### config.mk
export PLATFORM = sky130hd
export DESIGN_NAME = motion_command_validator
export DESIGN_NICKNAME = d
export VERILOG_FILES = /design/src/mcv_pkg.sv /design/src/axis_if.sv /design/src/motion_command_validator.sv /design/src/axis_state.sv /design/src/cmd_check.sv
export SDC_FILE = /design/constraint.sdc
export NUM_CORES = 1
export LEC_CHECK = 0
export BUFFER_PORTS_ARGS = -buffer_cell sky130_fd_sc_hd__buf_2
export CAP_MARGIN = 25
export CORE_UTILIZATION = 45
export CTS_BUF_LIST = sky130_fd_sc_hd__clkbuf_4
export DETAILED_ROUTE_END_ITERATION = 12
export HOLD_SLACK_MARGIN = 0.15
export PLACE_DENSITY = 0.65
export SLEW_MARGIN = 20
export SYNTH_ARGS = -nofsm -noshare
export SYNTH_HDL_FRONTEND = slang
export SYNTH_SLANG_ARGS = --single-unit
### constraint.sdc
create_clock -name clk -period 2.55 [get_ports clk]
set_input_delay 0.1275 -clock clk [delete_from_list [all_inputs] [get_ports clk]]
set_output_delay 0.1275 -clock clk [all_outputs]
set_load 0.005 [all_outputs]
### src/mcv_pkg.sv
// Purpose: Shared constants and types for the motion command validator.
// Assumes: Avalon-MM slave with 32-bit data, word addressed by byte offset.
// Notes: Error codes are the decimal numbers reported to software.
package mcv_pkg;
  localparam int unsigned AXES = 2;
  // Register byte offsets
  localparam logic [7:0] OFF_CMD = 8'h00;
  localparam logic [7:0] OFF_SEL = 8'h04;
  localparam logic [7:0] OFF_GOAL_X = 8'h08;
  localparam logic [7:0] OFF_GOAL_Y = 8'h0c;
  localparam logic [7:0] OFF_RADIUS = 8'h10;
  localparam logic [7:0] OFF_ANGVEL = 8'h14;
  localparam logic [7:0] OFF_GEOM = 8'h18;
  localparam logic [7:0] OFF_AXCTL = 8'h1c;
  localparam logic [7:0] OFF_ERR_X = 8'h20;
  localparam logic [7:0] OFF_ERR_Y = 8'h24;
  localparam logic [7:0] OFF_STAT_X = 8'h28;
  localparam logic [7:0] OFF_STAT_Y = 8'h2c;
  localparam logic [7:0] OFF_RESULT = 8'h30;
  // Command register fields
  localparam int unsigned CMD_OP_LSB = 0;
  localparam int unsigned CMD_AXIS_BIT = 4;
  // Geometry flag fields
  localparam int unsigned GEOM_MIDMODE = 0;
  localparam int unsigned GEOM_SAME_SE = 1;
  localparam int unsigned GEOM_COLLIN = 2;
  localparam int unsigned GEOM_ABS_X = 3;
  localparam int unsigned GEOM_ABS_Y = 4;
  localparam int unsigned GEOM_ATGOAL_X = 5;
  localparam int unsigned GEOM_ATGOAL_Y = 6;
  // Axis control write fields (per axis, byte lane = axis)
  localparam int unsigned CTL_SET_AUX = 0;
  localparam int unsigned CTL_SET_INH = 1;
  localparam int unsigned CTL_CLR_INH = 2;
  localparam int unsigned CTL_SET_ORG = 3;
  localparam int unsigned CTL_STOP = 4;
  localparam logic [31:0] RADIUS_MAX = 32'h7fffffff;
  localparam logic [31:0] ANGVEL_MAX = 32'h0000005a;
  localparam logic [31:0] RESET_VAL = 32'h00000000;
  // Error codes
  localparam logic [15:0] E_NONE = 16'h0000;
  localparam logic [15:0] E_ORIGIN = 16'h0115;
  localparam logic [15:0] E_SAME_SE = 16'h011d;
  localparam logic [15:0] E_RADIUS = 16'h011e;
  localparam logic [15:0] E_COLLIN = 16'h011f;
  localparam logic [15:0] E_ANGVEL = 16'h0122;
  localparam logic [15:0] E_SIM_RUN = 16'h0123;
  localparam logic [15:0] E_SIM_INH = 16'h0124;
  localparam logic [15:0] E_SIM_AUX = 16'h0125;
  localparam logic [15:0] E_SYN_GOAL = 16'h0126;
  localparam logic [15:0] E_SIM_SEL = 16'h0128;
  localparam logic [15:0] E_SP_STOP = 16'h012d;
  localparam logic [15:0] E_SP_MODE = 16'h012e;
  localparam logic [15:0] E_SP_FOLL = 16'h012f;
  localparam logic [15:0] E_SP_GOAL = 16'h0130;
  localparam logic [15:0] E_PS_STOP = 16'h0137;
  localparam logic [15:0] E_PS_FOLL = 16'h0138;
  localparam logic [15:0] E_PS_CIRC = 16'h0139;
  localparam logic [15:0] E_PS_LIN = 16'h013a;
  localparam logic [15:0] E_PS_DECEL = 16'h013c;
  localparam logic [15:0] E_PS_MODE = 16'h013d;
  // Commands
  typedef enum logic [3:0] {
    OP_NONE = 4'h0, OP_CIRC = 4'h1, OP_SIM = 4'h2, OP_SYNC = 4'h3,
    OP_SP = 4'h4, OP_PS = 4'h5, OP_AUXCLR = 4'h6, OP_POS = 4'h7,
    OP_SPEED = 4'h8, OP_LIN = 4'h9, OP_INCH = 4'ha
  } op_t;
  // Control modes of an axis
  typedef enum logic [2:0] {
    MODE_POS = 3'h0, MODE_SPEED = 3'h1, MODE_CIRC = 3'h2,
    MODE_LIN = 3'h3, MODE_INCH = 3'h4, MODE_FOLL = 3'h5
  } mode_t;
  // Profile sections
  typedef enum logic [1:0] {
    SEC_ACC = 2'h0, SEC_CONST = 2'h1, SEC_DEC = 2'h2
  } sec_t;
  // Per-axis status word layout
  localparam int unsigned ST_RUN = 0;
  localparam int unsigned ST_INH = 1;
  localparam int unsigned ST_AUX = 2;
  localparam int unsigned ST_ORG = 3;
  localparam int unsigned ST_MODE_LSB = 4;
  localparam int unsigned ST_SEC_LSB = 8;
endpackage : mcv_pkg

### src/axis_if.sv
// Purpose: Carries one axis's state from the axis tracker to the checker.
// Assumes: Single clock domain.
// Notes: Tracker drives, checker reads.
`timescale 1ns/1ps
`default_nettype none
interface axis_if;
  import mcv_pkg::*;
  logic run; // Axis is moving
  logic inh; // Output inhibit
  logic aux; // Auxiliary code flag
  logic org; // Origin established
  mode_t mode; // Control mode
  sec_t sec; // Profile section
  modport tracker (output run, inh, aux, org, mode, sec);
  modport reader (input run, inh, aux, org, mode, sec);
endinterface : axis_if
`default_nettype wire

### src/motion_command_validator.sv
// Purpose: Two-axis command validator with an Avalon-MM register slave.
// Assumes: 10 MHz clk, asynchronous active-low resetn, 32-bit bus.
// Notes: Writes to the command register start a two-cycle evaluation.
// Summary of operation
// [RULE1] Middle-point: same start and end, 285
// [RULE2] Radius outside 1..2147483647 gives 286
// [RULE3] Middle-point collinear with ends gives 287
// [RULE4] Angular step above 90 degrees gives 290
// [RULE5] Simultaneous start, axis running, gives 291
// [RULE6] Simultaneous start, output inhibited, gives 292
// [RULE7] Simultaneous start, aux flag set, 293
// [RULE8] Aux clear command drops aux flag
// [RULE9] Synchronous start without travel gives 294
// [RULE10] Simultaneous start needs both axes, else 296
// [RULE11] Speed-to-position on stopped axis gives 301
// [RULE12] Speed-to-position outside speed control gives 302
// [RULE13] Speed-to-position on sync follower gives 303
// [RULE14] Speed-to-position with zero goal gives 304
// [RULE15] Position-to-speed on stopped axis gives 311
// [RULE16] Position-to-speed on sync follower gives 312
// [RULE17] Position-to-speed during circular gives 313
// [RULE18] Position-to-speed during linear gives 314
// [RULE19] Position-to-speed in deceleration gives 316
// [RULE20] Position-to-speed needs positioning or inching, 317
// [RULE21] Absolute move without origin is rejected
// [RULE22] Rejection keeps motion, latches axis error
// [RULE23] One error per command, fixed priority
//
// The implementer's own choices: the Avalon-MM interface to the registers and the placing of the registers.
`timescale 1ns/1ps
`default_nettype none
module motion_command_validator
  import mcv_pkg::*;
(
  input wire logic clk,
  input wire logic resetn,
  input wire logic [7:0] avs_address,
  input wire logic avs_read,
  input wire logic avs_write,
  input wire logic [31:0] avs_writedata,
  input wire logic [3:0] avs_byteenable,
  output logic [31:0] avs_readdata,
  output logic avs_waitrequest,
  output logic avs_response_err,
  input wire logic [1:0] stop_in,
  input wire logic [3:0] sec_in,
  output logic [1:0] axis_run,
  output logic cmd_done
);
  // Parameter registers
  logic [31:0] cmd_reg;
  logic [1:0] sel_reg;
  logic [31:0] goal_reg [AXES];
  logic [31:0] radius_reg;
  logic [31:0] angvel_reg;
  logic [6:0] geom_reg;
  logic [15:0] err_reg [AXES]; // Latched error per axis
  logic [15:0] result_reg; // Code of the last command
  logic busy_reg; // Evaluation in progress
  logic eval_reg; // Second cycle: apply result
  logic ack_reg; // Bus answer cycle
  logic [31:0] rdata_reg;
  logic rerr_reg;
  logic [1:0] run_out_reg;
  logic done_reg;
  logic [15:0] err_code; // From checker
  // Axis state carriers
  axis_if ax_bus ();
  axis_if ay_bus ();
  // Decoded command fields
  wire op_t cur_op = op_t'(cmd_reg[CMD_OP_LSB +: 4]);
  wire logic cur_axis = cmd_reg[CMD_AXIS_BIT];
  wire logic is_wr = avs_write && !ack_reg;
  wire logic is_rd = avs_read && !ack_reg;
  wire logic hit_cmd = is_wr && (avs_address == OFF_CMD) && !busy_reg;
  wire logic hit_ctl = is_wr && (avs_address == OFF_AXCTL);
  wire logic wr_stall = is_wr && (avs_address == OFF_CMD) && busy_reg;
  wire logic accepted = eval_reg && (err_code == E_NONE);
  wire logic rejected = eval_reg && (err_code != E_NONE);
  wire logic [31:0] goal_cur = goal_reg[cur_axis];
  wire logic aux_cmd = accepted && (cur_op == OP_AUXCLR);
  wire logic motion_op = (cur_op == OP_CIRC) || (cur_op == OP_SIM) ||
                         (cur_op == OP_SYNC) || (cur_op == OP_POS) ||
                         (cur_op == OP_LIN) || (cur_op == OP_SPEED) ||
                         (cur_op == OP_INCH);
  wire logic both_ax = (cur_op == OP_CIRC) || (cur_op == OP_SIM);
  wire logic known_addr = (avs_address[1:0] == 2'b00) &&
                          (avs_address <= OFF_RESULT);
  // Start mode chosen from the command kind
  mode_t start_mode;
  always_comb begin
    start_mode = MODE_POS;
    unique case (cur_op)
      OP_CIRC: start_mode = MODE_CIRC;
      OP_SYNC: start_mode = MODE_FOLL; // Sync start runs as a follower
      OP_LIN: start_mode = MODE_LIN;
      OP_SPEED: start_mode = MODE_SPEED;
      OP_INCH: start_mode = MODE_INCH;
      default: start_mode = MODE_POS;
    endcase
  end
  // Per-axis control strobes, one generate lane each
  logic [AXES-1:0] start_v;
  logic [AXES-1:0] to_spd_v;
  logic [AXES-1:0] to_pos_v;
  logic [AXES-1:0] ctl_lane;
  logic [31:0] st_word [AXES];
  genvar g;
  generate
    for (g = 0; g < AXES; g++) begin : g_lane
      wire logic mine = (cur_axis == 1'(g));
      // Rejected commands never assert start, so motion is untouched
      assign start_v[g] = accepted && motion_op &&
                          (both_ax || mine); // [RULE22]
      assign to_spd_v[g] = accepted && (cur_op == OP_PS) && mine;
      assign to_pos_v[g] = accepted && (cur_op == OP_SP) && mine;
      assign ctl_lane[g] = hit_ctl && avs_byteenable[g];
    end
  endgenerate
  wire logic [7:0] ctl_x = avs_writedata[7:0];
  wire logic [7:0] ctl_y = avs_writedata[15:8];
  // Axis X tracker
  axis_state u_ax (
    .clk(clk),
    .resetn(resetn),
    .start(start_v[0]),
    .start_mode(start_mode),
    .to_speed(to_spd_v[0]),
    .to_pos(to_pos_v[0]),
    .aux_set(ctl_lane[0] && ctl_x[CTL_SET_AUX]),
    .aux_clr(aux_cmd && !cur_axis), // [RULE8]
    .inh_set(ctl_lane[0] && ctl_x[CTL_SET_INH]),
    .inh_clr(ctl_lane[0] && ctl_x[CTL_CLR_INH]),
    .org_set(ctl_lane[0] && ctl_x[CTL_SET_ORG]),
    .stop(stop_in[0] || (ctl_lane[0] && ctl_x[CTL_STOP])),
    .sec_in(sec_t'(sec_in[1:0])),
    .st(ax_bus.tracker)
  );
  // Axis Y tracker
  axis_state u_ay (
    .clk(clk),
    .resetn(resetn),
    .start(start_v[1]),
    .start_mode(start_mode),
    .to_speed(to_spd_v[1]),
    .to_pos(to_pos_v[1]),
    .aux_set(ctl_lane[1] && ctl_y[CTL_SET_AUX]),
    .aux_clr(aux_cmd && cur_axis), // [RULE8]
    .inh_set(ctl_lane[1] && ctl_y[CTL_SET_INH]),
    .inh_clr(ctl_lane[1] && ctl_y[CTL_CLR_INH]),
    .org_set(ctl_lane[1] && ctl_y[CTL_SET_ORG]),
    .stop(stop_in[1] || (ctl_lane[1] && ctl_y[CTL_STOP])),
    .sec_in(sec_t'(sec_in[3:2])),
    .st(ay_bus.tracker)
  );
  // Priority checker
  cmd_check u_chk (
    .op(cur_op),
    .axis(cur_axis),
    .sel(sel_reg),
    .goal(goal_cur),
    .radius(radius_reg),
    .angvel(angvel_reg),
    .geom(geom_reg),
    .ax(ax_bus.reader),
    .ay(ay_bus.reader),
    .err(err_code) // [RULE23]
  );
  // Status words for readback
  assign st_word[0] = {22'h0, 2'(ax_bus.sec), 1'b0, 3'(ax_bus.mode),
                       ax_bus.org, ax_bus.aux, ax_bus.inh, ax_bus.run};
  assign st_word[1] = {22'h0, 2'(ay_bus.sec), 1'b0, 3'(ay_bus.mode),
                       ay_bus.org, ay_bus.aux, ay_bus.inh, ay_bus.run};
  // Read mux
  logic [31:0] rd_mux;
  always_comb begin
    rd_mux = RESET_VAL;
    unique case (avs_address)
      OFF_CMD: rd_mux = cmd_reg;
      OFF_SEL: rd_mux = {30'h0, sel_reg};
      OFF_GOAL_X: rd_mux = goal_reg[0];
      OFF_GOAL_Y: rd_mux = goal_reg[1];
      OFF_RADIUS: rd_mux = radius_reg;
      OFF_ANGVEL: rd_mux = angvel_reg;
      OFF_GEOM: rd_mux = {25'h0, geom_reg};
      OFF_ERR_X: rd_mux = {16'h0, err_reg[0]};
      OFF_ERR_Y: rd_mux = {16'h0, err_reg[1]};
      OFF_STAT_X: rd_mux = st_word[0];
      OFF_STAT_Y: rd_mux = st_word[1];
      OFF_RESULT: rd_mux = {15'h0, busy_reg, result_reg};
      default: rd_mux = RESET_VAL;
    endcase
  end
  // Bus answer: one wait cycle, then ack; command writes stall while busy
  always_ff @(posedge clk or negedge resetn) begin
    if (!resetn) begin
      ack_reg <= 1'b0;
      rdata_reg <= RESET_VAL;
      rerr_reg <= 1'b0;
    end else begin
      ack_reg <= (is_rd || is_wr) && !wr_stall;
      if (is_rd) begin
        rdata_reg <= rd_mux;
      end
      if ((is_rd || is_wr) && !wr_stall) begin
        rerr_reg <= !known_addr;
      end
    end
  end
  // Parameter register writes, taken in the request cycle
  always_ff @(posedge clk or negedge resetn) begin
    if (!resetn) begin
      sel_reg <= 2'b00;
      goal_reg[0] <= RESET_VAL;
      goal_reg[1] <= RESET_VAL;
      radius_reg <= RESET_VAL;
      angvel_reg <= RESET_VAL;
      geom_reg <= 7'h00;
    end else if (is_wr) begin
      unique case (avs_address)
        OFF_SEL: sel_reg <= avs_writedata[1:0]; // [RULE10]
        OFF_GOAL_X: goal_reg[0] <= avs_writedata;
        OFF_GOAL_Y: goal_reg[1] <= avs_writedata;
        OFF_RADIUS: radius_reg <= avs_writedata;
        OFF_ANGVEL: angvel_reg <= avs_writedata;
        OFF_GEOM: geom_reg <= avs_writedata[6:0];
        default: ;
      endcase
    end
  end
  // Command sequencing: write, evaluate, apply
  always_ff @(posedge clk or negedge resetn) begin
    if (!resetn) begin
      cmd_reg <= RESET_VAL;
      busy_reg <= 1'b0;
      eval_reg <= 1'b0;
    end else begin
      if (hit_cmd) begin
        cmd_reg <= avs_writedata;
        busy_reg <= 1'b1;
      end else if (eval_reg) begin
        busy_reg <= 1'b0;
      end
      eval_reg <= busy_reg && !eval_reg;
    end
  end
  // Error latching for the commanded axis, or both for paired commands
  always_ff @(posedge clk or negedge resetn) begin
    if (!resetn) begin
      err_reg[0] <= E_NONE;
      err_reg[1] <= E_NONE;
      result_reg <= E_NONE;
    end else if (eval_reg) begin
      result_reg <= err_code; // [RULE23]
      if (rejected && (both_ax || !cur_axis)) begin
        err_reg[0] <= err_code; // [RULE22]
      end
      if (rejected && (both_ax || cur_axis)) begin
        err_reg[1] <= err_code; // [RULE22]
      end
    end
  end
  // Registered outputs
  always_ff @(posedge clk or negedge resetn) begin
    if (!resetn) begin
      run_out_reg <= 2'b00;
      done_reg <= 1'b0;
    end else begin
      run_out_reg <= {ay_bus.run, ax_bus.run};
      done_reg <= eval_reg;
    end
  end
  assign avs_readdata = rdata_reg;
  assign avs_waitrequest = !ack_reg;
  assign avs_response_err = rerr_reg;
  assign axis_run = run_out_reg;
  assign cmd_done = done_reg;
endmodule : motion_command_validator
`default_nettype wire

### src/axis_state.sv
// Purpose: Holds one axis's run state, mode, flags and profile section.
// Assumes: Start and control pulses are one cycle wide.
// Notes: A rejected command never reaches start, so state is kept.
`timescale 1ns/1ps
`default_nettype none
module axis_state
  import mcv_pkg::*;
(
  input wire logic clk,
  input wire logic resetn,
  input wire logic start,
  input wire mode_t start_mode,
  input wire logic to_speed,
  input wire logic to_pos,
  input wire logic aux_set,
  input wire logic aux_clr,
  input wire logic inh_set,
  input wire logic inh_clr,
  input wire logic org_set,
  input wire logic stop,
  input wire sec_t sec_in,
  axis_if.tracker st
);
  logic run_reg;
  logic inh_reg;
  logic aux_reg;
  logic org_reg;
  mode_t mode_reg;
  sec_t sec_reg;
  // Flag and motion state; set wins over clear for the aux flag
  always_ff @(posedge clk or negedge resetn) begin
    if (!resetn) begin
      run_reg <= 1'b0;
      inh_reg <= 1'b0;
      aux_reg <= 1'b0;
      org_reg <= 1'b0;
      mode_reg <= MODE_POS;
      sec_reg <= SEC_ACC;
    end else begin
      if (start) begin
        run_reg <= 1'b1;
        mode_reg <= start_mode;
      end else if (stop) begin
        run_reg <= 1'b0;
      end
      if (to_speed) begin
        mode_reg <= MODE_SPEED;
      end else if (to_pos) begin
        mode_reg <= MODE_POS;
      end
      if (aux_set) begin
        aux_reg <= 1'b1;
      end else if (aux_clr) begin
        aux_reg <= 1'b0; // [RULE8]
      end
      if (inh_set) begin
        inh_reg <= 1'b1;
      end else if (inh_clr) begin
        inh_reg <= 1'b0;
      end
      if (org_set) begin
        org_reg <= 1'b1;
      end
      sec_reg <= sec_in;
    end
  end
  assign st.run = run_reg;
  assign st.inh = inh_reg;
  assign st.aux = aux_reg;
  assign st.org = org_reg;
  assign st.mode = mode_reg;
  assign st.sec = sec_reg;
endmodule : axis_state
`default_nettype wire

### src/cmd_check.sv
// Purpose: Picks the one error code a command earns, by fixed priority.
// Assumes: Inputs are stable during the evaluation cycle.
// Notes: Purely combinational; the top registers the result.
`timescale 1ns/1ps
`default_nettype none
module cmd_check
  import mcv_pkg::*;
(
  input wire op_t op,
  input wire logic axis,
  input wire logic [1:0] sel,
  input wire logic [31:0] goal,
  input wire logic [31:0] radius,
  input wire logic [31:0] angvel,
  input wire logic [6:0] geom,
  axis_if.reader ax,
  axis_if.reader ay,
  output logic [15:0] err
);
  logic [1:0] run_v;
  logic [1:0] inh_v;
  logic [1:0] aux_v;
  logic [1:0] org_v;
  assign run_v = {ay.run, ax.run};
  assign inh_v = {ay.inh, ax.inh};
  assign aux_v = {ay.aux, ax.aux};
  assign org_v = {ay.org, ax.org};
  wire logic t_run = run_v[axis];
  wire mode_t t_mode = axis ? ay.mode : ax.mode;
  wire sec_t t_sec = axis ? ay.sec : ax.sec;
  wire logic abs_t = axis ? geom[GEOM_ABS_Y] : geom[GEOM_ABS_X];
  wire logic atgoal_t = axis ? geom[GEOM_ATGOAL_Y] : geom[GEOM_ATGOAL_X];
  wire logic abs_noorg = (geom[GEOM_ABS_X] && !org_v[0]) ||
                         (geom[GEOM_ABS_Y] && !org_v[1]);
  wire logic rad_bad = (radius == 32'h0) || (radius > RADIUS_MAX);
  // Priority chain: earliest test wins, one code per command
  always_comb begin
    err = E_NONE;
    unique case (op)
      OP_CIRC: begin
        if (abs_noorg) err = E_ORIGIN; // [RULE21] [RULE23]
        else if (geom[GEOM_MIDMODE] && geom[GEOM_SAME_SE])
          err = E_SAME_SE; // [RULE1]
        else if (!geom[GEOM_MIDMODE] && rad_bad) err = E_RADIUS; // [RULE2]
        else if (geom[GEOM_MIDMODE] && geom[GEOM_COLLIN])
          err = E_COLLIN; // [RULE3]
        else if (angvel > ANGVEL_MAX) err = E_ANGVEL; // [RULE4]
      end
      OP_SIM: begin
        if (sel != 2'b11) err = E_SIM_SEL; // [RULE10]
        else if (|run_v) err = E_SIM_RUN; // [RULE5]
        else if (|inh_v) err = E_SIM_INH; // [RULE6]
        else if (|aux_v) err = E_SIM_AUX; // [RULE7]
        else if (abs_noorg) err = E_ORIGIN; // [RULE21]
      end
      OP_SYNC: begin
        if (abs_t && !org_v[axis]) err = E_ORIGIN; // [RULE21]
        else if (abs_t ? atgoal_t : (goal == 32'h0))
          err = E_SYN_GOAL; // [RULE9]
      end
      OP_SP: begin
        if (!t_run) err = E_SP_STOP; // [RULE11]
        else if (t_mode == MODE_FOLL) err = E_SP_FOLL; // [RULE13]
        else if (t_mode != MODE_SPEED) err = E_SP_MODE; // [RULE12]
        else if (goal == 32'h0) err = E_SP_GOAL; // [RULE14]
      end
      OP_PS: begin
        if (!t_run) err = E_PS_STOP; // [RULE15]
        else if (t_mode == MODE_FOLL) err = E_PS_FOLL; // [RULE16]
        else if (t_mode == MODE_CIRC) err = E_PS_CIRC; // [RULE17]
        else if (t_mode == MODE_LIN) err = E_PS_LIN; // [RULE18]
        else if (t_mode != MODE_POS && t_mode != MODE_INCH)
          err = E_PS_MODE; // [RULE20]
        else if (t_sec == SEC_DEC) err = E_PS_DECEL; // [RULE19]
      end
      OP_POS, OP_LIN: begin
        if (abs_t && !org_v[axis]) err = E_ORIGIN; // [RULE21]
      end
      default: err = E_NONE;
    endcase
  end
endmodule : cmd_check
`default_nettype wire

==> run_results.csv <==
group,metric,value,unit
synth,synth_edf_count,0,
clocking,clkTransAtPathRegs,0.06,ns
route,via_per_inst,5.936,
setup_path,endpoint_kind,"flip-flop",
sta,fin_crit,2.645,ns
layout,final_nets,1290,
floorplanning,rows,58,
synth,ys_seq_elements,247,
floorplanning,io_pins,91,
setup_path,arrival,3.16,ns
global_route,antenna_found_initial,1,
sta,drv_slew,0,
sta,fin_tns_setup,-0.9957,ns
clocking,cts_tree,"yes",
power_and_ir_drop,ir_worst_vdd,0.0003848,V
clocking,htree_num_levels,3,
clocking,numCtsBuffers,68,
sta,setup_ws,-0.09546,ns
sta,tightest_slew,0.6876,ns
layout,final_core_util,59.32,%
place,io_buffers,88,
layout,multiInputGateArea,0.005255,mm2
layout,seqCellArea,0.006182,mm2
setup_path,crit_type,"flip-flop to flip-flop",
synth,yosys_warnings,0,
setup_path,cp_max_fo,7,
power_and_ir_drop,power_density,595.9,mW/mm2
sta,hold_slack,0.2068,ns
flow_run,max_cap_viol_count,0,
layout,fillCellCount,2108,
route,dr.pass1.iters,7,
clocking,cts.sinks,247,
clocking,cts-root-buf,"clkbuf_4",
setup_path,cp-start-kind,"flip-flop",
route,avgRoutedWirePerCell,22.28,um
place,gp_congestion,0.9100,
layout,largest_reg_flops,64,
layout,fin_area,0.01489,mm2
synth,async_flop_share,100.0,%
hold_path,min_path_cells,5,
synth,postSynthCellCount,930,
synth,postSynthAreaPerCell,12.35,um2
sta,timing.slew.headroom,54.16,%
setup_path,worst-r2r-cell-count,8,
power_and_ir_drop,p_leak,7.224,nW
sta,report.final.hold_viol_count,0,
setup_path,critPathRequiredTime,3.06,ns
route,drc,0,
global_route,grt_pass1_vias,9821,
layout,synthToLayoutAreaGrowth,29.69,%
floorplanning,fp.dieH,161.8,um
place,place_area,0.01324,mm2
route,dr_total_vias,9486,
global_route,grt_max_degree,80,
global_route,grt_pass1_wl,55210,um
run_status,violations,"negative setup slack",
sta,fin_crit_sh,103.7,%
sta,skew,0.06906,ns
synth,synth_area,0.01148,mm2
place,place_inst,1434,
global_route,grt_use_total,27.93,%
floorplanning,initial_utilization,45.74,%
global_route,grt-ovfl-total,0,
synth,synth_fp_nets,984,
sta,finalSetupViolations,18,
clocking,clock_path_buffers,3,
route,drt_iter0_markers,982,
route,routed_wl,35600,um
place,hpwl,23830,um
layout,drive_gt1_share,45.46,%
floorplanning,die_area,0.02616,mm2
sta,fmax,378.0,MHz
sta,rsz0062_at_grt,"true",
floorplanning,dieWidth,161.8,um
run_status,status,"complete, but fails checks",
synth,ys.flop_type,"dfrtp_1",
floorplanning,coreArea,0.02511,mm2
layout,finalNonFillerCells,1598,
clocking,insertion_delay,0.69,ns
route,antenna_left,0,
synth,ys_seq_area_share,53.82,%
synth,synthDistinctLibCells,73,
hold_path,min_path_type,"primary input to flip-flop",
-- cell usage in the layout (no fill, tap or decap), drive strengths merged, types with 4 or more instances in the layout --
cell type | netlist | routed
dfrtp | 247 | 247
buf | 24 | 230
mux2 | 188 | 188
clkbuf | 28 | 92
nor2 | 71 | 71
dlygate4sd3 | 0 | 58
a22oi | 46 | 46
a31oi | 33 | 33
nand2 | 31 | 31
nor4 | 26 | 26
a222oi | 25 | 25
nor3 | 19 | 19
a22o | 17 | 17
nand3 | 13 | 13
o21ai | 13 | 13
nand2b | 12 | 12
a221oi | 12 | 12
inv | 9 | 11
nor2b | 8 | 8
a21oi | 8 | 8
nand3b | 7 | 7
nand4 | 7 | 7
and3 | 5 | 5
clkinv | 1 | 5
a211oi | 4 | 4
o211ai | 4 | 4
or4 | 4 | 4
or4b | 4 | 4
-- cells in the mapped netlist, types with 4 or more instances --
cell | n | area, um2
nand3b_1 | 7 | 52.55
a31oi_1 | 33 | 206.5
dfrtp_1 | 247 | 6181
nor2b_1 | 8 | 50.05
nand3_1 | 13 | 65.06
and3_1 | 5 | 31.28
nand2_1 | 31 | 116.4
buf_2 | 8 | 40.04
a22oi_1 | 45 | 337.8
nand4_1 | 7 | 43.79
nor2_1 | 71 | 266.5
buf_1 | 13 | 48.80
a21oi_1 | 8 | 40.04
a222oi_1 | 25 | 250.2
o21ai_0 | 12 | 60.06
nor4_1 | 23 | 143.9
a211oi_1 | 4 | 30.03
mux2_2 | 188 | 2117
a221oi_1 | 12 | 105.1
nor3_1 | 17 | 85.08
nand2b_1 | 12 | 75.07
clkbuf_1 | 25 | 93.84
inv_1 | 9 | 33.78
a22o_1 | 15 | 131.4
-- what timing repair did --
action | in CTS | in global routing
setup endpoints to repair | 23 | 24
hold endpoints to repair | 462 | 0
hold buffers | 58 | 0
pin swaps | 0 | 12
resized for setup | 15 | 34
setup buffers | 1 | 3
-- worst paths after layout --
path,slack (ns),startpoint,to
hold reg to reg,0.48,avs_readdata[9],avs_readdata[9]
setup / recovery,-0.1,angvel_reg[19],err_reg[1]
setup reg to reg,-0.1,angvel_reg[19],err_reg[1]
max in group asynchronous,1.17,resetn,angvel_reg[31]
hold / removal,0.21,avs_address[1],sel_reg[1]
min in group asynchronous,0.57,resetn,u_ay.st.mode[1]
-- power breakdown --
part	switching [W]	leakage, nW	internal [W]
logic	0.000601	3.41	0.000556
clock network	0.00164	0.458	0.00176
registers	0.000177	3.36	0.00415
-- cells by family after synthesis --
kind of cell	after synthesis	share of synthesized area [%]
AOI/OAI and AO/OA	197	13.75
xor gates and xnor gates	2	0.1525
adders and majority gates	1	0.08716
buffers and inverters	62	2.604
DFF	247	53.82
muxes	191	18.69
and+or+nand+nor	230	10.89
-- worst max-delay path, stage by stage, from the launching register on --
cell	delay [ns]
dfrtp_1	0.37
nor2_1	0.35
nand4_1	0.27
a211o_1	0.39
a21oi_2	0.20
o211ai_4	0.17
o221ai_4	0.25
buf_12	0.16
mux2_4	0.29
-- layer usage --
metal	global-route usage (%)	vias up	share of wire (%)	wire (um)
li1	-	4241	-	-
met5	0	-	0	0
met2	46.00	339	48	17140
met1	36.25	4830	43	15420
met4	11.06	0	2.9	1037
met3	5.541	76	5.6	1994
-- through the flow --
step	setup WS (ns)	power, W
after floorplan	0.09103	0.004795
after global placement	-0.2139	0.005413
after detailed placement	-0.2539	0.005433
after CTS	-0.02545	0.008929
after global routing	-0.1439	0.009278
final	-0.09546	0.008875
-- final cells by class --
type                       instances  share of cell area, %
clock buffer                      92                  4.637
timing repair buffer             288                  14.97
tap                              330                  2.772
multi-input combinational        621                  35.28
antenna                            1                0.01680
inverter                          10                 0.2520
sequential                       247                  41.51
clock inverter                     9                 0.5628
Note: power is estimated with default switching activity, not from simulation.
